==> src/verilog/med_pkg.sv <==
// Constants and carrier types for the motion event detector.
// Assumes a byte-wide register write port and one sample per sample_valid pulse.
package med_pkg;
   // Register offsets and register reset value
   localparam logic [7:0] TILT_FLIP_DEBOUNCE_ADDR    = 8'h42;
   localparam logic [7:0] AM_THR_L_ADDR = 8'h43;
   localparam logic [7:0] AM_THR_H_ADDR = 8'h44;
   localparam logic [7:0] ANYMOTION_DEBOUNCE_ADDR    = 8'h45;
   localparam logic [7:0] SHAKE_DELTA_THRESHOLD_L_ADDR = 8'h46;
   localparam logic [7:0] SHAKE_DELTA_THRESHOLD_H_ADDR = 8'h47;
   localparam logic [7:0] PK_L_ADDR     = 8'h48;
   localparam logic [7:0] PK_H_ADDR     = 8'h49;
   localparam logic [7:0] TIMER_ADDR    = 8'h4a;
   localparam logic [7:0] INT_STAT_ADDR = 8'h14;
   localparam logic [7:0] REG_RESET     = 8'h00;
   // Interrupt status bit positions
   localparam int TILT_BIT   = 0;
   localparam int FLIP_BIT   = 1;
   localparam int MOTION_BIT = 2;
   localparam int SHAKE_BIT  = 3;
   localparam int T35_BIT    = 4;
   // Field positions
   localparam int SHK_CNT_LSB = 4;
   localparam int TP_LSB      = 4;
   localparam int LATCH_EN_BIT = 7;
   // Timing
   localparam int CLK_HZ       = 100_000_000;
   localparam int SLOW_HZ      = 10;
   localparam int SLOW_DIV     = CLK_HZ / SLOW_HZ;
   localparam int T35_BASE_TK  = 16;   // 1.6 s in 100 ms ticks
   localparam int T35_STEP_TK  = 2;    // 0.2 s per code
   localparam int TP_BASE_TK   = 2;    // 200 ms in ticks
   typedef struct packed {
      logic        valid;
      logic [15:0] x;
      logic [15:0] y;
      logic [15:0] z;
   } med_sample_t;
   typedef struct packed {
      logic       wr;
      logic [7:0] addr;
      logic [7:0] data;
   } med_wr_t;
endpackage : med_pkg

==> src/verilog/med_core.sv <==
// Motion event detector: any-motion, shake, tilt/flip debounce, tilt-35 and temp latch timing.
// Assumes samples arrive as signed 16-bit words and register writes come as single-cycle strobes.
// How it works
// - Tilt/flip status sets only after the condition lasts longer than the debounce count.
// - Any-motion is flagged when a per-axis sample delta exceeds the 15-bit threshold.
// - The any-motion flag lives at status bit 2.
// - Any-motion status clears after the debounce count passes with no new motion.
// - Shake is detected when a per-axis delta exceeds the 16-bit shake threshold.
// - A 12-bit peak width threshold and a 3-bit shake count threshold sit in 0x48/0x49.
// - On shake the counter increments and the peak width is measured.
// - After shake ends the peak-to-peak interval is measured and counting continues.
// - Each surpassed peak or peak-to-peak threshold bumps the count; above threshold sets bit 3.
// - Tilt-35 validity and temp latch period are timed by a 10 Hz tick.
// - Tilt-35 code n maps to 1.6 s plus 0.2 s per step.
// - Temp latch code n maps to 200 ms doubled per step; codes 6 and 7 are reserved.
// - Temp latch timeout applies only when the latch enable bit is set.
// - A valid tilt-35 detection sets status bit 4.
// - Sample above the orientation threshold is tilt, below is flat/flip.
`timescale 1ns/1ns
`default_nettype none
module med_core
(
   // Clock and reset
   input  wire logic          ref_clk_in,
   input  wire logic          rst_in,
   // Register writes and sample stream
   input  wire med_pkg::med_wr_t     reg_wr_in,
   input  wire med_pkg::med_sample_t sample_in,
   // Orientation threshold and tilt-35 source from neighbouring logic
   input  wire logic [14:0]   orientation_threshold_in,
   input  wire logic          tilt35_cond_in,
   // Results
   output logic [7:0]         int_status_out,
   output logic               temp_latch_out
);
   import med_pkg::*;
   typedef enum logic [2:0] {
      MED_SH_IDLE = 3'b001,
      MED_SH_PEAK = 3'b010,
      MED_SH_GAP  = 3'b100
   } med_sh_state_t;

   // Configuration
   logic [7:0]  tilt_flip_debounce_time_reg, tilt_flip_debounce_next;
   logic [14:0] motion_delta_threshold_reg, am_thr_next;
   logic [7:0]  motion_hold_time_reg, anymotion_debounce_next;
   logic [15:0] shake_delta_threshold_reg, shake_delta_threshold_next;
   logic [11:0] peak_width_threshold_reg, pk_next;
   logic [2:0]  shake_count_threshold_reg, sc_next;
   logic [7:0]  timer_ctrl_reg, timer_next;

   always_comb begin
      tilt_flip_debounce_next  = tilt_flip_debounce_time_reg;
      am_thr_next = motion_delta_threshold_reg;
      anymotion_debounce_next  = motion_hold_time_reg;
      shake_delta_threshold_next = shake_delta_threshold_reg;
      pk_next     = peak_width_threshold_reg;
      sc_next     = shake_count_threshold_reg;
      timer_next  = timer_ctrl_reg;
      if (reg_wr_in.wr) begin
         case (reg_wr_in.addr)
            TILT_FLIP_DEBOUNCE_ADDR:    tilt_flip_debounce_next = reg_wr_in.data;
            AM_THR_L_ADDR: am_thr_next[7:0] = reg_wr_in.data;
            AM_THR_H_ADDR: am_thr_next[14:8] = reg_wr_in.data[6:0];
            ANYMOTION_DEBOUNCE_ADDR:    anymotion_debounce_next = reg_wr_in.data;
            SHAKE_DELTA_THRESHOLD_L_ADDR: shake_delta_threshold_next[7:0] = reg_wr_in.data;
            SHAKE_DELTA_THRESHOLD_H_ADDR: shake_delta_threshold_next[15:8] = reg_wr_in.data;
            PK_L_ADDR:     pk_next[7:0] = reg_wr_in.data;
            PK_H_ADDR: begin
               pk_next[11:8] = reg_wr_in.data[3:0];
               sc_next       = reg_wr_in.data[SHK_CNT_LSB +: 3];
            end
            TIMER_ADDR:    timer_next = reg_wr_in.data;
            default: ;
         endcase
      end
   end

   always_ff @(posedge ref_clk_in) begin
      if (rst_in) begin
         tilt_flip_debounce_time_reg <= REG_RESET;
         motion_delta_threshold_reg  <= 15'h0000;
         motion_hold_time_reg        <= REG_RESET;
         shake_delta_threshold_reg   <= 16'h0000;
         peak_width_threshold_reg    <= 12'h000;
         shake_count_threshold_reg   <= 3'h0;
         timer_ctrl_reg              <= REG_RESET;
      end else begin
         tilt_flip_debounce_time_reg <= tilt_flip_debounce_next;
         motion_delta_threshold_reg  <= am_thr_next;
         motion_hold_time_reg        <= anymotion_debounce_next;
         shake_delta_threshold_reg   <= shake_delta_threshold_next;
         peak_width_threshold_reg    <= pk_next;
         shake_count_threshold_reg   <= sc_next;
         timer_ctrl_reg              <= timer_next;
      end
   end

   // Sample deltas as magnitudes; 17 bits so the largest swing cannot wrap
   logic [15:0] prev_x_reg, prev_y_reg, prev_z_reg;
   logic        have_prev_reg;
   logic [16:0] dx, dy, dz;

   function automatic logic [16:0] mag(input logic [15:0] a, input logic [15:0] b);
      logic signed [16:0] d;
      d = 17'($signed(a)) - 17'($signed(b));
      mag = d[16] ? 17'(-d) : 17'(d);
   endfunction : mag
   always_comb begin
      dx = mag(sample_in.x, prev_x_reg);
      dy = mag(sample_in.y, prev_y_reg);
      dz = mag(sample_in.z, prev_z_reg);
   end

   always_ff @(posedge ref_clk_in) begin
      if (rst_in) begin
         prev_x_reg    <= 16'h0000;
         prev_y_reg    <= 16'h0000;
         prev_z_reg    <= 16'h0000;
         have_prev_reg <= 1'b0;
      end else if (sample_in.valid) begin
         prev_x_reg    <= sample_in.x;
         prev_y_reg    <= sample_in.y;
         prev_z_reg    <= sample_in.z;
         have_prev_reg <= 1'b1;
      end
   end

   logic motion_hit, shake_hit, shake_now;
   assign motion_hit = sample_in.valid && have_prev_reg &&
                       (dx > {2'b00, motion_delta_threshold_reg} ||
                        dy > {2'b00, motion_delta_threshold_reg} ||
                        dz > {2'b00, motion_delta_threshold_reg});
   assign shake_now  = dx > {1'b0, shake_delta_threshold_reg} ||
                       dy > {1'b0, shake_delta_threshold_reg} ||
                       dz > {1'b0, shake_delta_threshold_reg};
   assign shake_hit  = sample_in.valid && have_prev_reg && shake_now;

   // 10 Hz tick from the reference clock
   logic [$clog2(SLOW_DIV)-1:0] div_reg, div_next;
   logic tick_reg, tick_next;
   always_comb begin
      tick_next = 1'b0;
      div_next  = div_reg + 1'b1;
      if (div_reg == ($clog2(SLOW_DIV))'(SLOW_DIV - 1)) begin
         div_next  = '0;
         tick_next = 1'b1;
      end
   end
   always_ff @(posedge ref_clk_in) begin
      if (rst_in) begin
         div_reg  <= '0;
         tick_reg <= 1'b0;
      end else begin
         div_reg  <= div_next;
         tick_reg <= tick_next;
      end
   end

   // Tilt/flip debounce, any-motion hold, shake counter, tilt-35, temp latch
   med_sh_state_t sh_state_reg, sh_state_next;
   logic [11:0] width_reg, width_next;
   logic [3:0]  shake_cnt_reg, shake_cnt_next;
   logic [8:0]  tf_cnt_reg, tf_cnt_next;
   logic        tf_tilt_reg, tf_tilt_next;
   logic [8:0]  am_cnt_reg, am_cnt_next;
   logic [5:0]  t35_cnt_reg, t35_cnt_next;
   logic [6:0]  tp_cnt_reg, tp_cnt_next;
   logic        latch_reg, latch_next;
   logic [7:0]  stat_reg, stat_next;
   logic        tilt_now, host_clr;
   logic [5:0]  t35_len;
   logic [6:0]  tp_len;
   logic [2:0]  tp_code;

   assign tilt_now = sample_in.z[14:0] > orientation_threshold_in;
   assign host_clr = reg_wr_in.wr && reg_wr_in.addr == INT_STAT_ADDR;
   assign t35_len  = 6'(T35_BASE_TK + T35_STEP_TK * timer_ctrl_reg[2:0]);
   assign tp_code  = timer_ctrl_reg[TP_LSB +: 3];
   // Reserved codes fall back to the longest legal period
   assign tp_len   = (tp_code > 3'd5) ? 7'(TP_BASE_TK << 5) : 7'(TP_BASE_TK << tp_code);

   always_comb begin
      stat_next      = stat_reg;
      sh_state_next  = sh_state_reg;
      width_next     = width_reg;
      shake_cnt_next = shake_cnt_reg;
      tf_cnt_next    = tf_cnt_reg;
      tf_tilt_next   = tf_tilt_reg;
      am_cnt_next    = am_cnt_reg;
      t35_cnt_next   = t35_cnt_reg;
      tp_cnt_next    = tp_cnt_reg;
      latch_next     = latch_reg;
      if (host_clr)
         stat_next = stat_reg & ~reg_wr_in.data;
      // Tilt/flip debounce counted in samples
      if (sample_in.valid) begin
         if (tilt_now != tf_tilt_reg) begin
            tf_tilt_next = tilt_now;
            tf_cnt_next  = 9'h000;
         end else if (tf_cnt_reg <= {1'b0, tilt_flip_debounce_time_reg}) begin
            tf_cnt_next = tf_cnt_reg + 9'h001;
         end else begin
            stat_next[TILT_BIT] = tilt_now;
            stat_next[FLIP_BIT] = !tilt_now;
         end
      end
      // Any-motion: set on hit, clear after a quiet debounce span
      if (motion_hit) begin
         stat_next[MOTION_BIT] = 1'b1;
         am_cnt_next = 9'h000;
      end else if (sample_in.valid && stat_reg[MOTION_BIT]) begin
         if (am_cnt_reg >= {1'b0, motion_hold_time_reg})
            stat_next[MOTION_BIT] = 1'b0;
         else
            am_cnt_next = am_cnt_reg + 9'h001;
      end
      // Shake peak / peak-to-peak counter
      if (sample_in.valid && have_prev_reg) begin
         case (sh_state_reg)
            MED_SH_IDLE: begin
               if (shake_hit) begin
                  sh_state_next  = MED_SH_PEAK;
                  shake_cnt_next = 4'h1;
                  width_next     = 12'h000;
               end
            end
            MED_SH_PEAK: begin
               if (!shake_now) begin
                  sh_state_next = MED_SH_GAP;
                  width_next    = 12'h000;
               end else if (width_reg > peak_width_threshold_reg) begin
                  if (shake_cnt_reg != 4'hf)
                     shake_cnt_next = shake_cnt_reg + 4'h1;
                  width_next = 12'h000;
               end else begin
                  width_next = width_reg + 12'h001;
               end
            end
            MED_SH_GAP: begin
               if (shake_now) begin
                  sh_state_next = MED_SH_PEAK;
                  width_next    = 12'h000;
               end else if (width_reg > peak_width_threshold_reg) begin
                  if (shake_cnt_reg != 4'hf)
                     shake_cnt_next = shake_cnt_reg + 4'h1;
                  width_next = 12'h000;
               end else begin
                  width_next = width_reg + 12'h001;
               end
            end
            default: sh_state_next = MED_SH_IDLE;
         endcase
      end
      if (shake_cnt_reg > {1'b0, shake_count_threshold_reg}) begin
         stat_next[SHAKE_BIT] = 1'b1;
         shake_cnt_next = 4'h0;
         sh_state_next  = MED_SH_IDLE;
      end
      // Tilt-35 must hold for the programmed span of 10 Hz ticks
      if (!tilt35_cond_in) begin
         t35_cnt_next = 6'h00;
      end else if (tick_reg) begin
         if (t35_cnt_reg + 6'h01 >= t35_len)
            stat_next[T35_BIT] = 1'b1;
         else
            t35_cnt_next = t35_cnt_reg + 6'h01;
      end
      // Temporary latch: pulse held for the period, then re-armed
      if (!timer_ctrl_reg[LATCH_EN_BIT]) begin
         latch_next  = 1'b0;
         tp_cnt_next = 7'h00;
      end else if (latch_reg) begin
         if (tick_reg) begin
            if (tp_cnt_reg + 7'h01 >= tp_len) begin
               latch_next  = 1'b0;
               tp_cnt_next = 7'h00;
            end else begin
               tp_cnt_next = tp_cnt_reg + 7'h01;
            end
         end
      end else if (|(stat_next[4:0] & ~stat_reg[4:0])) begin
         latch_next = 1'b1;
      end
   end

   always_ff @(posedge ref_clk_in) begin
      if (rst_in) begin
         stat_reg      <= 8'h00;
         sh_state_reg  <= MED_SH_IDLE;
         width_reg     <= 12'h000;
         shake_cnt_reg <= 4'h0;
         tf_cnt_reg    <= 9'h000;
         tf_tilt_reg   <= 1'b0;
         am_cnt_reg    <= 9'h000;
         t35_cnt_reg   <= 6'h00;
         tp_cnt_reg    <= 7'h00;
         latch_reg     <= 1'b0;
      end else begin
         stat_reg      <= stat_next;
         sh_state_reg  <= sh_state_next;
         width_reg     <= width_next;
         shake_cnt_reg <= shake_cnt_next;
         tf_cnt_reg    <= tf_cnt_next;
         tf_tilt_reg   <= tf_tilt_next;
         am_cnt_reg    <= am_cnt_next;
         t35_cnt_reg   <= t35_cnt_next;
         tp_cnt_reg    <= tp_cnt_next;
         latch_reg     <= latch_next;
      end
   end

   assign int_status_out = stat_reg;
   assign temp_latch_out = latch_reg;

   a_motion_sets: assert property (@(posedge ref_clk_in) disable iff (rst_in)
      motion_hit |=> stat_reg[MOTION_BIT]) else $error("motion flag not set");
   a_motion_quiet: assert property (@(posedge ref_clk_in) disable iff (rst_in)
      $fell(stat_reg[MOTION_BIT]) && !$past(host_clr) |-> $past(am_cnt_reg) >= {1'b0, $past(motion_hold_time_reg)})
      else $error("motion cleared early");
   a_shake_sets: assert property (@(posedge ref_clk_in) disable iff (rst_in)
      shake_cnt_reg > {1'b0, shake_count_threshold_reg} |=> stat_reg[SHAKE_BIT])
      else $error("shake flag missing");
   a_latch_gated: assert property (@(posedge ref_clk_in) disable iff (rst_in)
      !timer_ctrl_reg[LATCH_EN_BIT] |=> !latch_reg) else $error("latch while disabled");
   a_tilt_debounce: assert property (@(posedge ref_clk_in) disable iff (rst_in)
      $rose(stat_reg[TILT_BIT]) |-> $past(tf_cnt_reg) > {1'b0, $past(tilt_flip_debounce_time_reg)})
      else $error("tilt set before debounce");
   a_t35_needs_tick: assert property (@(posedge ref_clk_in) disable iff (rst_in)
      $rose(stat_reg[T35_BIT]) |-> $past(tick_reg) && $past(tilt35_cond_in))
      else $error("tilt35 set off tick");
   a_tick_spacing: assert property (@(posedge ref_clk_in) disable iff (rst_in)
      tick_reg |=> !tick_reg [*8]) else $error("tick too frequent");
   a_flags_stick: assert property (@(posedge ref_clk_in) disable iff (rst_in)
      stat_reg[SHAKE_BIT] && !host_clr |=> stat_reg[SHAKE_BIT]) else $error("shake flag dropped");
endmodule : med_core
`default_nettype wire

==> config.mk <==
export PLATFORM = sky130hd
export DESIGN_NAME = med_core
export DESIGN_NICKNAME = d
export VERILOG_FILES = /design/src/verilog/med_pkg.sv /design/src/verilog/med_core.sv
export SDC_FILE = /design/constraint.sdc
export NUM_CORES = 1
export LEC_CHECK = 0
export BUFFER_PORTS_ARGS = -buffer_cell sky130_fd_sc_hd__clkbuf_2
export CORE_ASPECT_RATIO = 0.5
export CORE_MARGIN = 2
export CORE_UTILIZATION = 35
export CTS_BUF_LIST = sky130_fd_sc_hd__clkbuf_8
export CTS_CLUSTER_DIAMETER = 30
export CTS_CLUSTER_SIZE = 16
export DETAILED_ROUTE_END_ITERATION = 10
export PLACE_DENSITY_LB_ADDON = 0.25
export SETUP_SLACK_MARGIN = 0.02
export SLEW_MARGIN = 20
export SYNTH_ARGS = -nofsm -noshare
export SYNTH_HDL_FRONTEND = slang
export SYNTH_SLANG_ARGS = --single-unit
export TNS_END_PERCENT = 20
==> constraint.sdc <==
create_clock -name ref_clk_in -period 12.8 [get_ports ref_clk_in]
set_input_delay 2.56 -clock ref_clk_in [delete_from_list [all_inputs] [get_ports ref_clk_in]]
set_output_delay 2.56 -clock ref_clk_in [all_outputs]
set_load 0.03 [all_outputs]
==> impl_metrics.ini, run 1 <==
[synthesis]
syn_area_mm2 = 0.0158
synth_warnings = 0
synth_cell_types = 89
syn_avg_cell_area_um2 = 8.19
ys_seq_area_share_pct = 25.7
synth_fp_nets = 2225
synth_edf_count = 0
ys.flop_type = dfxtp_1
postSynthCellCount = 1932
synth_seq_cells = 203
ys_async_sr_fraction_pct = 0

[placement]
gp_congestion = 0.885
port_buffers = 92
placed_cells = 2560
place_area_mm2 = 0.0168
dp_slack_ps = 4350
dp_hpwl_mm = 30.5

[layout]
fin_cells = 2640
fin_nets = 2310
fin_area_mm2 = 0.0178
fillCellCount = 4538
drive_gt1_share_pct = 10.6
largest_reg_flops = 24
synthToLayoutAreaGrowth_pct = 12.7

[sta]
hold_violations = 0
slew_headroom_pct = 27.5
tns_ps = 0
rsz0062_at_grt = false
finalSetupViolCount = 0
fmax_ghz = 0.126
drv_slew = 0
worst-slew-pin-transition_ps = 1080
fin_crit_sh_pct = 62.1
period_needed_ps = 7950
finalWorstSetupSlack_ps = 4850
fin_skew_ps = 28.2

[floorplanning]
die_x_um = 305
dieHeight_um = 154
start_util_pct = 35.9
die_area_mm2 = 0.0470
core_mm2 = 0.0441
placement_rows = 54
ios = 93

[route]
routed_wl_mm = 40.2
dr.first_iter.drc_count = 674
final_antenna_net_count = 0
firstDrtPassIters = 5
vias = 13600
drc = 0
routedWlPerCell_um = 15.2
viasPerCell = 5.15

[power_and_ir_drop]
power.leakage_nw = 7.22
p_per_area_mw_per_mm2 = 116
ir_drop_mv = 0.0576

[cts]
clk_pin_slew_ps = 60
cts_inserted_buffers = 43
htreeDepth = 2
cts_setup_buffers = 0
cts_tree = yes
cts_resized = 0
clockBufferDepth = 3
cts-hold-fix-buffers = 0
clock_latency_ps = 590
cts.root.buffer_cell = clkbuf_8
clock_sinks = 203

[worst_setup_path]
crit_type = input pin to flop
arrival_ps = 8430
crit_fanout = 11
r2r_start = prev_z_reg[0]
cp.required_ps = 13280
setup.worst_path.start_class = input pin
rr_endpoint = width_reg[0]
rrSetupSlack_ps = 6630
cp-end-kind = flop
reg2reg_depth = 22

[global_route]
track_usage_pct = 17.0
antenna_found_initial = 1
grt_pass1_vias = 13000
grt_remaining_overflow = 0
grt_pass1_wl_mm = 66.2
grt_max_degree = 79

[run]
max_cap_violations = 0

[worst_hold_path]
min_to = int_status_out[6]
hold_class = flop to flop
hold_path_depth = 2
hold_start = int_status_out[6]

[run_status]
status = complete, no violations
-- where the power goes --
part | switching [mW] | internal [mW] | total [mW]
Clock | 0.342 | 0.432 | 0.773
Sequential | 0.00972 | 0.645 | 0.655
Combinational | 0.372 | 0.270 | 0.642
-- Yosys cell counts, drive strengths merged (43+ instances only) --
master  count  area share (%)
a21o       54             2.6
a21oi      97             3.1
dfxtp     203              26
ha        206              16
inv       159             3.8
mux2i     128             8.1
nand2      97             2.3
nand3      64             2.0
nand4      43             1.7
nor2      261             6.2
nor3       47             1.7
o21ai      72             2.3
xnor2      62             3.5
xor2       49             2.8
-- area by class of cell --
class | instances | area [µm²] | share of cell area, %
Inverter | 159 | 597 | 3.35
Timing Repair Buffer | 98 | 510 | 2.87
Tap cell | 588 | 736 | 4.13
Clock inverter | 29 | 280 | 1.57
Clock buffer | 50 | 688 | 3.86
Sequential cell | 203 | 4060 | 22.8
Antenna cell | 1 | 2.50 | 0.0140
Multi-Input combinational cell | 1512 | 10900 | 61.4
-- kinds of logic after synthesis --
family	share of synthesized area [%]
XOR/XNOR	6.24
flip-flops	25.7
adder cells (fa/ha/maj)	16.7
multiplexers	8.17
AND/OR/NAND/NOR	21.4
buffers and inverters	5.28
AO/OA/AOI/OAI	16.5
-- through the flow --
step | hold slack [ps] | util (%) | power [mW]
6_report | 431 | 40.4 | 2.07
3_3_place_gp | 422 | 38.2 | 1.30
3_5_place_dp | 422 | 38.2 | 1.31
5_1_grt | 470 | 40.4 | 2.21
4_1_cts | 431 | 40.4 | 2.09
2_1_floorplan | 441 | - | 1.15
-- worst max-delay path: stages --
cell	delay, ps
clkbuf_2	90
inv_1	70
ha_1	190
inv_1	60
fa_1	390
a21o_1	220
a221oi_4	370
xor2_2	220
o2111ai_1	230
nor4_2	450
nor2b_1	210
nor2b_1	190
a31oi_1	110
xor2_1	190
ha_1	310
nand4_1	120
or3_1	410
o32a_1	340
o21ai_0	80
o211ai_1	180
a21o_1	260
o21ai_1	370
nand3_1	480
o21ai_0	310
-- worst max-delay path by stage --
| stage | start | endpoint | slack (ps) | cells past startpoint |
|---|---|---|---|---|
| 2_1_floorplan | sample_in[0] | width_reg[1] | 5330 | 24 |
| 3_3_place_gp | sample_in[0] | width_reg[0] | 4500 | 24 |
| 3_5_place_dp | sample_in[0] | width_reg[0] | 4350 | 24 |
| 4_1_cts | sample_in[0] | width_reg[0] | 4950 | 24 |
| 5_1_grt | sample_in[0] | width_reg[0] | 4250 | 24 |
| 6_report | sample_in[0] | width_reg[0] | 4850 | 24 |
-- metal layers --
layer	track usage, %	wire [µm]	vias up
met5	0	0	-
met4	4.48	845	0
met3	3.22	1900	53
met2	27.5	17300	208
met1	23.2	20200	6263
li1	-	-	7071
-- cell usage in the layout (no fill, tap or decap), types with 48 or more instances in the layout --
| cell type | Yosys | layout |
|---|---|---|
| mux2i_1 | 128 | 128 |
| nand2_1 | 97 | 97 |
| nand3_1 | 64 | 64 |
| a21o_1 | 54 | 54 |
| a21oi_1 | 94 | 94 |
| o21ai_0 | 56 | 56 |
| clkbuf_8 | 0 | 50 |
| clkbuf_2 | 0 | 90 |
| ha_1 | 206 | 206 |
| inv_1 | 159 | 163 |
| xor2_1 | 48 | 48 |
| xnor2_1 | 61 | 61 |
| nor2_1 | 261 | 261 |
| dfxtp_1 | 203 | 203 |
Power figures use the tool's default switching activity.
==> run 2: changes to the inputs <==
- clock period: 12.8 -> 6.8 ns (I/O delays scaled with it)
==> run 2 against run 1 <==
  * Register-to-register slack got worse by 5500 ps
  * Wire length increased by 1.2%
  * Cell area increased by 1.0%
  * Non-clock buffer count increased by 27
  * Power increased by 91%
  * Cell count increased by 0.87%
  * Utilization increased by 0.42 points
  * Largest power group unchanged
==> impl_metrics.ini, run 2 (synthesis results as in run 1) <==
[worst_setup_path]
reg2reg_depth = 20
r2r_start = prev_y_reg[0]
crit_type = input pin to flop
crit_fanout = 12
cp.required_ps = 7300
cp-end-kind = flop
rr_endpoint = width_reg[4]
rrSetupSlack_ps = 1090
setup.worst_path.start_class = input pin
arrival_ps = 6820

[cts]
cts_resized = 0
cts_setup_buffers = 0
clk_pin_slew_ps = 70
cts_inserted_buffers = 45
cts.root.buffer_cell = clkbuf_8
clock_sinks = 203
cts_tree = yes
clockBufferDepth = 3
htreeDepth = 2
clock_latency_ps = 600
cts-hold-fix-buffers = 0

[global_route]
grt_pass1_wl_mm = 67.1
grt_remaining_overflow = 0
track_usage_pct = 17.3
grt_max_degree = 86
antenna_found_initial = 0
grt_pass1_vias = 12900

[placement]
port_buffers = 92
gp_congestion = 0.850
dp_slack_ps = -13.5
dp_hpwl_mm = 30.8

[power_and_ir_drop]
pwr-share-clk_pct = 37.1
power.leakage_nw = 7.35
p_per_area_mw_per_mm2 = 219
total_power_mw = 3.95
netSwitchingFraction_pct = 34.9
seqPwrFrac_pct = 31.2
p_int_mw = 2.57
switching_power_mw = 1.38
ir_drop_mv = 0.146
power_frac_comb_pct = 31.6

[layout]
fin_nets = 2339
fillCellCount = 4518
largest_reg_flops = 24
antenna_cells = 0
layout_commonest_cell = nor2_1
drive_gt1_share_pct = 11.8
synthToLayoutAreaGrowth_pct = 13.8
layout_common_cells = 261 x nor2_1, 206 x ha_1, 203 x dfxtp_1

[sta]
finalSetupViolCount = 0
period_needed_ps = 6320
slew_headroom_pct = 28.4
worst-slew-pin-transition_ps = 1070
finalWorstSetupSlack_ps = 476
drv_slew = 0
hold_violations = 0
fin_skew_ps = 41.7
rsz0062_at_grt = false
fin_crit_sh_pct = 93.0
fmax_ghz = 0.158

[run_status]
status = complete, no violations

[floorplanning]
die_x_um = 305
die_area_mm2 = 0.0470
core_mm2 = 0.0441
ios = 93
placement_rows = 54
dieHeight_um = 154
start_util_pct = 35.9

[route]
routedWlPerCell_um = 15.3
firstDrtPassIters = 7
vias = 13700
drc = 0
final_antenna_net_count = 0
dr.first_iter.drc_count = 726
viasPerCell = 5.16
routed_wl_mm = 40.7

[worst_hold_path]
hold_start = int_status_out[5]
hold_path_depth = 2
min_to = int_status_out[5]
hold_class = flop to flop

[run]
max_cap_violations = 0
-- run 2: layout make-up --
type	count	area [µm²]	area share, %
clock inverter	26	274	1.52
tap	588	736	4.09
inverter	159	597	3.32
clock buffer	50	688	3.82
multi-input combinational	1512	10900	60.7
timing repair buffer	125	713	3.96
sequential	203	4060	22.6
-- run 2: layer usage --
metal,GRT usage [%],wire length (µm),vias to the layer above
li1,-,-,7134
met1,24.4,20900,6293
met2,27.4,17200,251
met3,3.23,1880,60
met4,3.91,732,0
met5,0,0,-
-- run 2: worst max-delay path by stage --
stage / to / slack, ps / cells after the start / start
2_1_floorplan: width_reg[1] / 530 / 24 / sample_in[0]
3_3_place_gp: width_reg[3] / 40 / 24 / sample_in[16]
3_5_place_dp: width_reg[4] / -10 / 23 / sample_in[16]
4_1_cts: width_reg[4] / 590 / 22 / sample_in[16]
5_1_grt: width_reg[10] / 20 / 26 / sample_in[0]
6_report: width_reg[4] / 480 / 22 / sample_in[16]
-- run 2: metrics by stage --
step | util [%] | hold WS [ps] | cell area [µm²] | TNS (ps) | std cells
2_1_floorplan | - | 441 | 15800 | 0 | 1932
3_3_place_gp | 38.7 | 424 | 17000 | 0 | 2587
3_5_place_dp | 38.7 | 434 | 17000 | -16.6 | 2587
4_1_cts | 40.9 | 444 | 18000 | 0 | 2663
5_1_grt | 40.9 | 466 | 18000 | 0 | 2663
6_report | 40.9 | 438 | 18000 | 0 | 2663
-- run 2: critical path, stage by stage --
cell and delay, ps:
clkbuf_2 90, inv_1 40, ha_1 220, fa_1 400, nand2b_1 190, a21oi_1 170, xnor2_1 190, nand3_1 160
or4_1 540, o31a_1 350, nor2_1 140, xor2_1 100, ha_1 320, nand2_1 70, nor4_1 380, a21boi_0 270
a2111oi_0 110, o211ai_1 420, a21oi_1 120, a21oi_1 760, a2bb2o_1 350, o21ai_1 70
-- run 2: power groups by stage --
stage	clock, mW	sequential [mW]	combinational (mW)
after floorplan	0	1.26	0.915
after global routing	1.58	1.24	1.43
final	1.47	1.23	1.25
after CTS	1.52	1.23	1.24
after global placement	0	1.26	1.23
after detailed placement	0	1.26	1.24
==> run 3: changes to the inputs <==
- CORE_UTILIZATION: 35 -> 58
- PLACE_DENSITY_LB_ADDON: 0.25 -> 0.1
==> run 3 against run 2 <==
  * Power fell by 8.2%
  * Fmax up 2.2%
  * Cell area is 3.4% lower
  * Global-route usage grew 9.3 points
  * Combinational power hardly changed
  * Clock-buffer cell count down 19
  * Via count shrank 0.22%
  * Clock skew shrank 22 ps
  * Critical path type unchanged
  * Critical endpoint is now width_reg[3]
  * Highest routed layer unchanged
==> impl_metrics.ini, run 3 (synthesis results as in run 1) <==
[run_status]
status = complete, no violations

[route]
routed_wl_mm = 38.0
firstDrtPassIters = 5
routedWlPerCell_um = 15.8
vias = 13700
final_antenna_net_count = 0
drc = 0
viasPerCell = 5.71
dr.first_iter.drc_count = 920

[cts]
cts.root.buffer_cell = clkbuf_8
clockBufferDepth = 3
cts-hold-fix-buffers = 0
cts_setup_buffers = 0
clock_latency_ps = 650
htreeDepth = 1
clock_sinks = 203
clk_pin_slew_ps = 80
cts_resized = 0
cts_tree = yes
cts_inserted_buffers = 31

[worst_hold_path]
hold_class = flop to flop

[sta]
slew_headroom_pct = 25.5
drv_slew = 0
finalSetupViolCount = 0
period_needed_ps = 6190
worst-slew-pin-transition_ps = 1110
tns_ps = 0
rsz0062_at_grt = false
fmax_ghz = 0.162
hold_violations = 0
fin_skew_ps = 20.1
fin_crit_sh_pct = 91.0

[placement]
gp_congestion = 0.979
placed_cells = 2343
port_buffers = 92
dp_hpwl_mm = 28.9

[layout]
layout_common_cells = 261 x nor2_1, 206 x ha_1, 203 x dfxtp_1
layout_commonest_cell = nor2_1
largest_reg_flops = 24
fillCellCount = 2362
fin_nets = 2317
synthToLayoutAreaGrowth_pct = 9.99
seqCellArea_mm2 = 0.00406
fin_cells = 2401
multi_input_area_mm2 = 0.0109
antenna_cells = 0
drive_gt1_share_pct = 10.7

[floorplanning]
die_area_mm2 = 0.0287
start_util_pct = 59.4
die_x_um = 238
placement_rows = 42
dieHeight_um = 121
core_mm2 = 0.0266
ios = 93

[global_route]
grt_pass1_vias = 12600
track_usage_pct = 26.7
grt_remaining_overflow = 0
grt_max_degree = 71
antenna_found_initial = 0
grt_pass1_wl_mm = 62.7

[power_and_ir_drop]
p_per_area_mw_per_mm2 = 208
power.leakage_nw = 7.18
ir_drop_mv = 0.150

[run]
max_cap_violations = 0

[worst_setup_path]
arrival_ps = 6760
crit_fanout = 12
cp-end-kind = flop
setup.worst_path.start_class = input pin
cp.required_ps = 7370
crit_type = input pin to flop
==> run 3: cell types whose count changed in the layout (fill, tap and decap cells not counted), sizes merged <==
cell / delta
clkbuf: -19
inv: +9
buf: -8
bufinv: -3
clkinvlp: -3
clkinv: -2
==> run 3: path summary, 6_finish.rpt <==
| check | from | to | slack [ps] | cells after the start |
|---|---|---|---|---|
| worst max register to register | prev_y_reg[10] | width_reg[3] | 1130 | 21 |
| worst min-delay path | int_status_out[5] | int_status_out[5] | 430 | 2 |
| worst max-delay path | sample_in[16] | width_reg[3] | 610 | 24 |
| worst min register to register | int_status_out[5] | int_status_out[5] | 430 | 2 |
==> run 3: final cells by class <==
cell class | count | area share [%]
multi-input cells | 1512 | 62.8
flip-flops and latches | 203 | 23.4
repair buffers | 117 | 3.75
inverters | 159 | 3.43
well taps | 352 | 2.53
clock buffers | 31 | 2.45
clock inverters | 27 | 1.63
==> run 3: worst max-delay path, cell delays in order <==
cell       delay, ps
clkbuf_2          90
inv_1             40
ha_1             220
fa_1             400
nand2b_1         200
a21oi_1          170
xnor2_1          200
o2111ai_1        220
or2_2            320
or3_1            400
nand2_1           90
xnor2_1          180
ha_1             310
a21o_1           180
a21o_1           180
a21o_1           170
a21o_1           160
a2111oi_0        450
o211ai_1         250
a21o_1           220
nor4b_1          320
buf_4            250
a2bb2o_1         290
o21ai_1           70
==> run 3: stage by stage <==
step / setup WS, ps / cell area [µm²] / util (%) / total power [mW] / hold WS (ps)
global route: 222 / 17400 / 65.3 / 3.87 / 461
floorplan: 525 / 15800 / - / 2.17 / 441
detailed placement: 11.5 / 16700 / 62.6 / 2.46 / 423
finish: 614 / 17400 / 65.3 / 3.62 / 435
global placement: 138 / 16700 / 62.6 / 2.44 / 420
CTS: 671 / 17400 / 65.3 / 3.64 / 436
==> run 3: routing by layer <==
layer	global-route usage, %	share of wire [%]
met1	37.9	51
met4	6.60	2.2
met3	4.29	4.9
met5	0	0
met2	42.1	42
==> run 3: where the power goes <==
| part | total [mW] | switching (mW) | internal [mW] | leakage (nW) |
|---|---|---|---|---|
| clock network | 1.17 | 0.665 | 0.503 | 0.359 |
| logic | 1.23 | 0.703 | 0.524 | 5.18 |
| registers | 1.23 | 0.0180 | 1.21 | 1.65 |
| total | 3.62 | 1.39 | 2.24 | 7.18 |
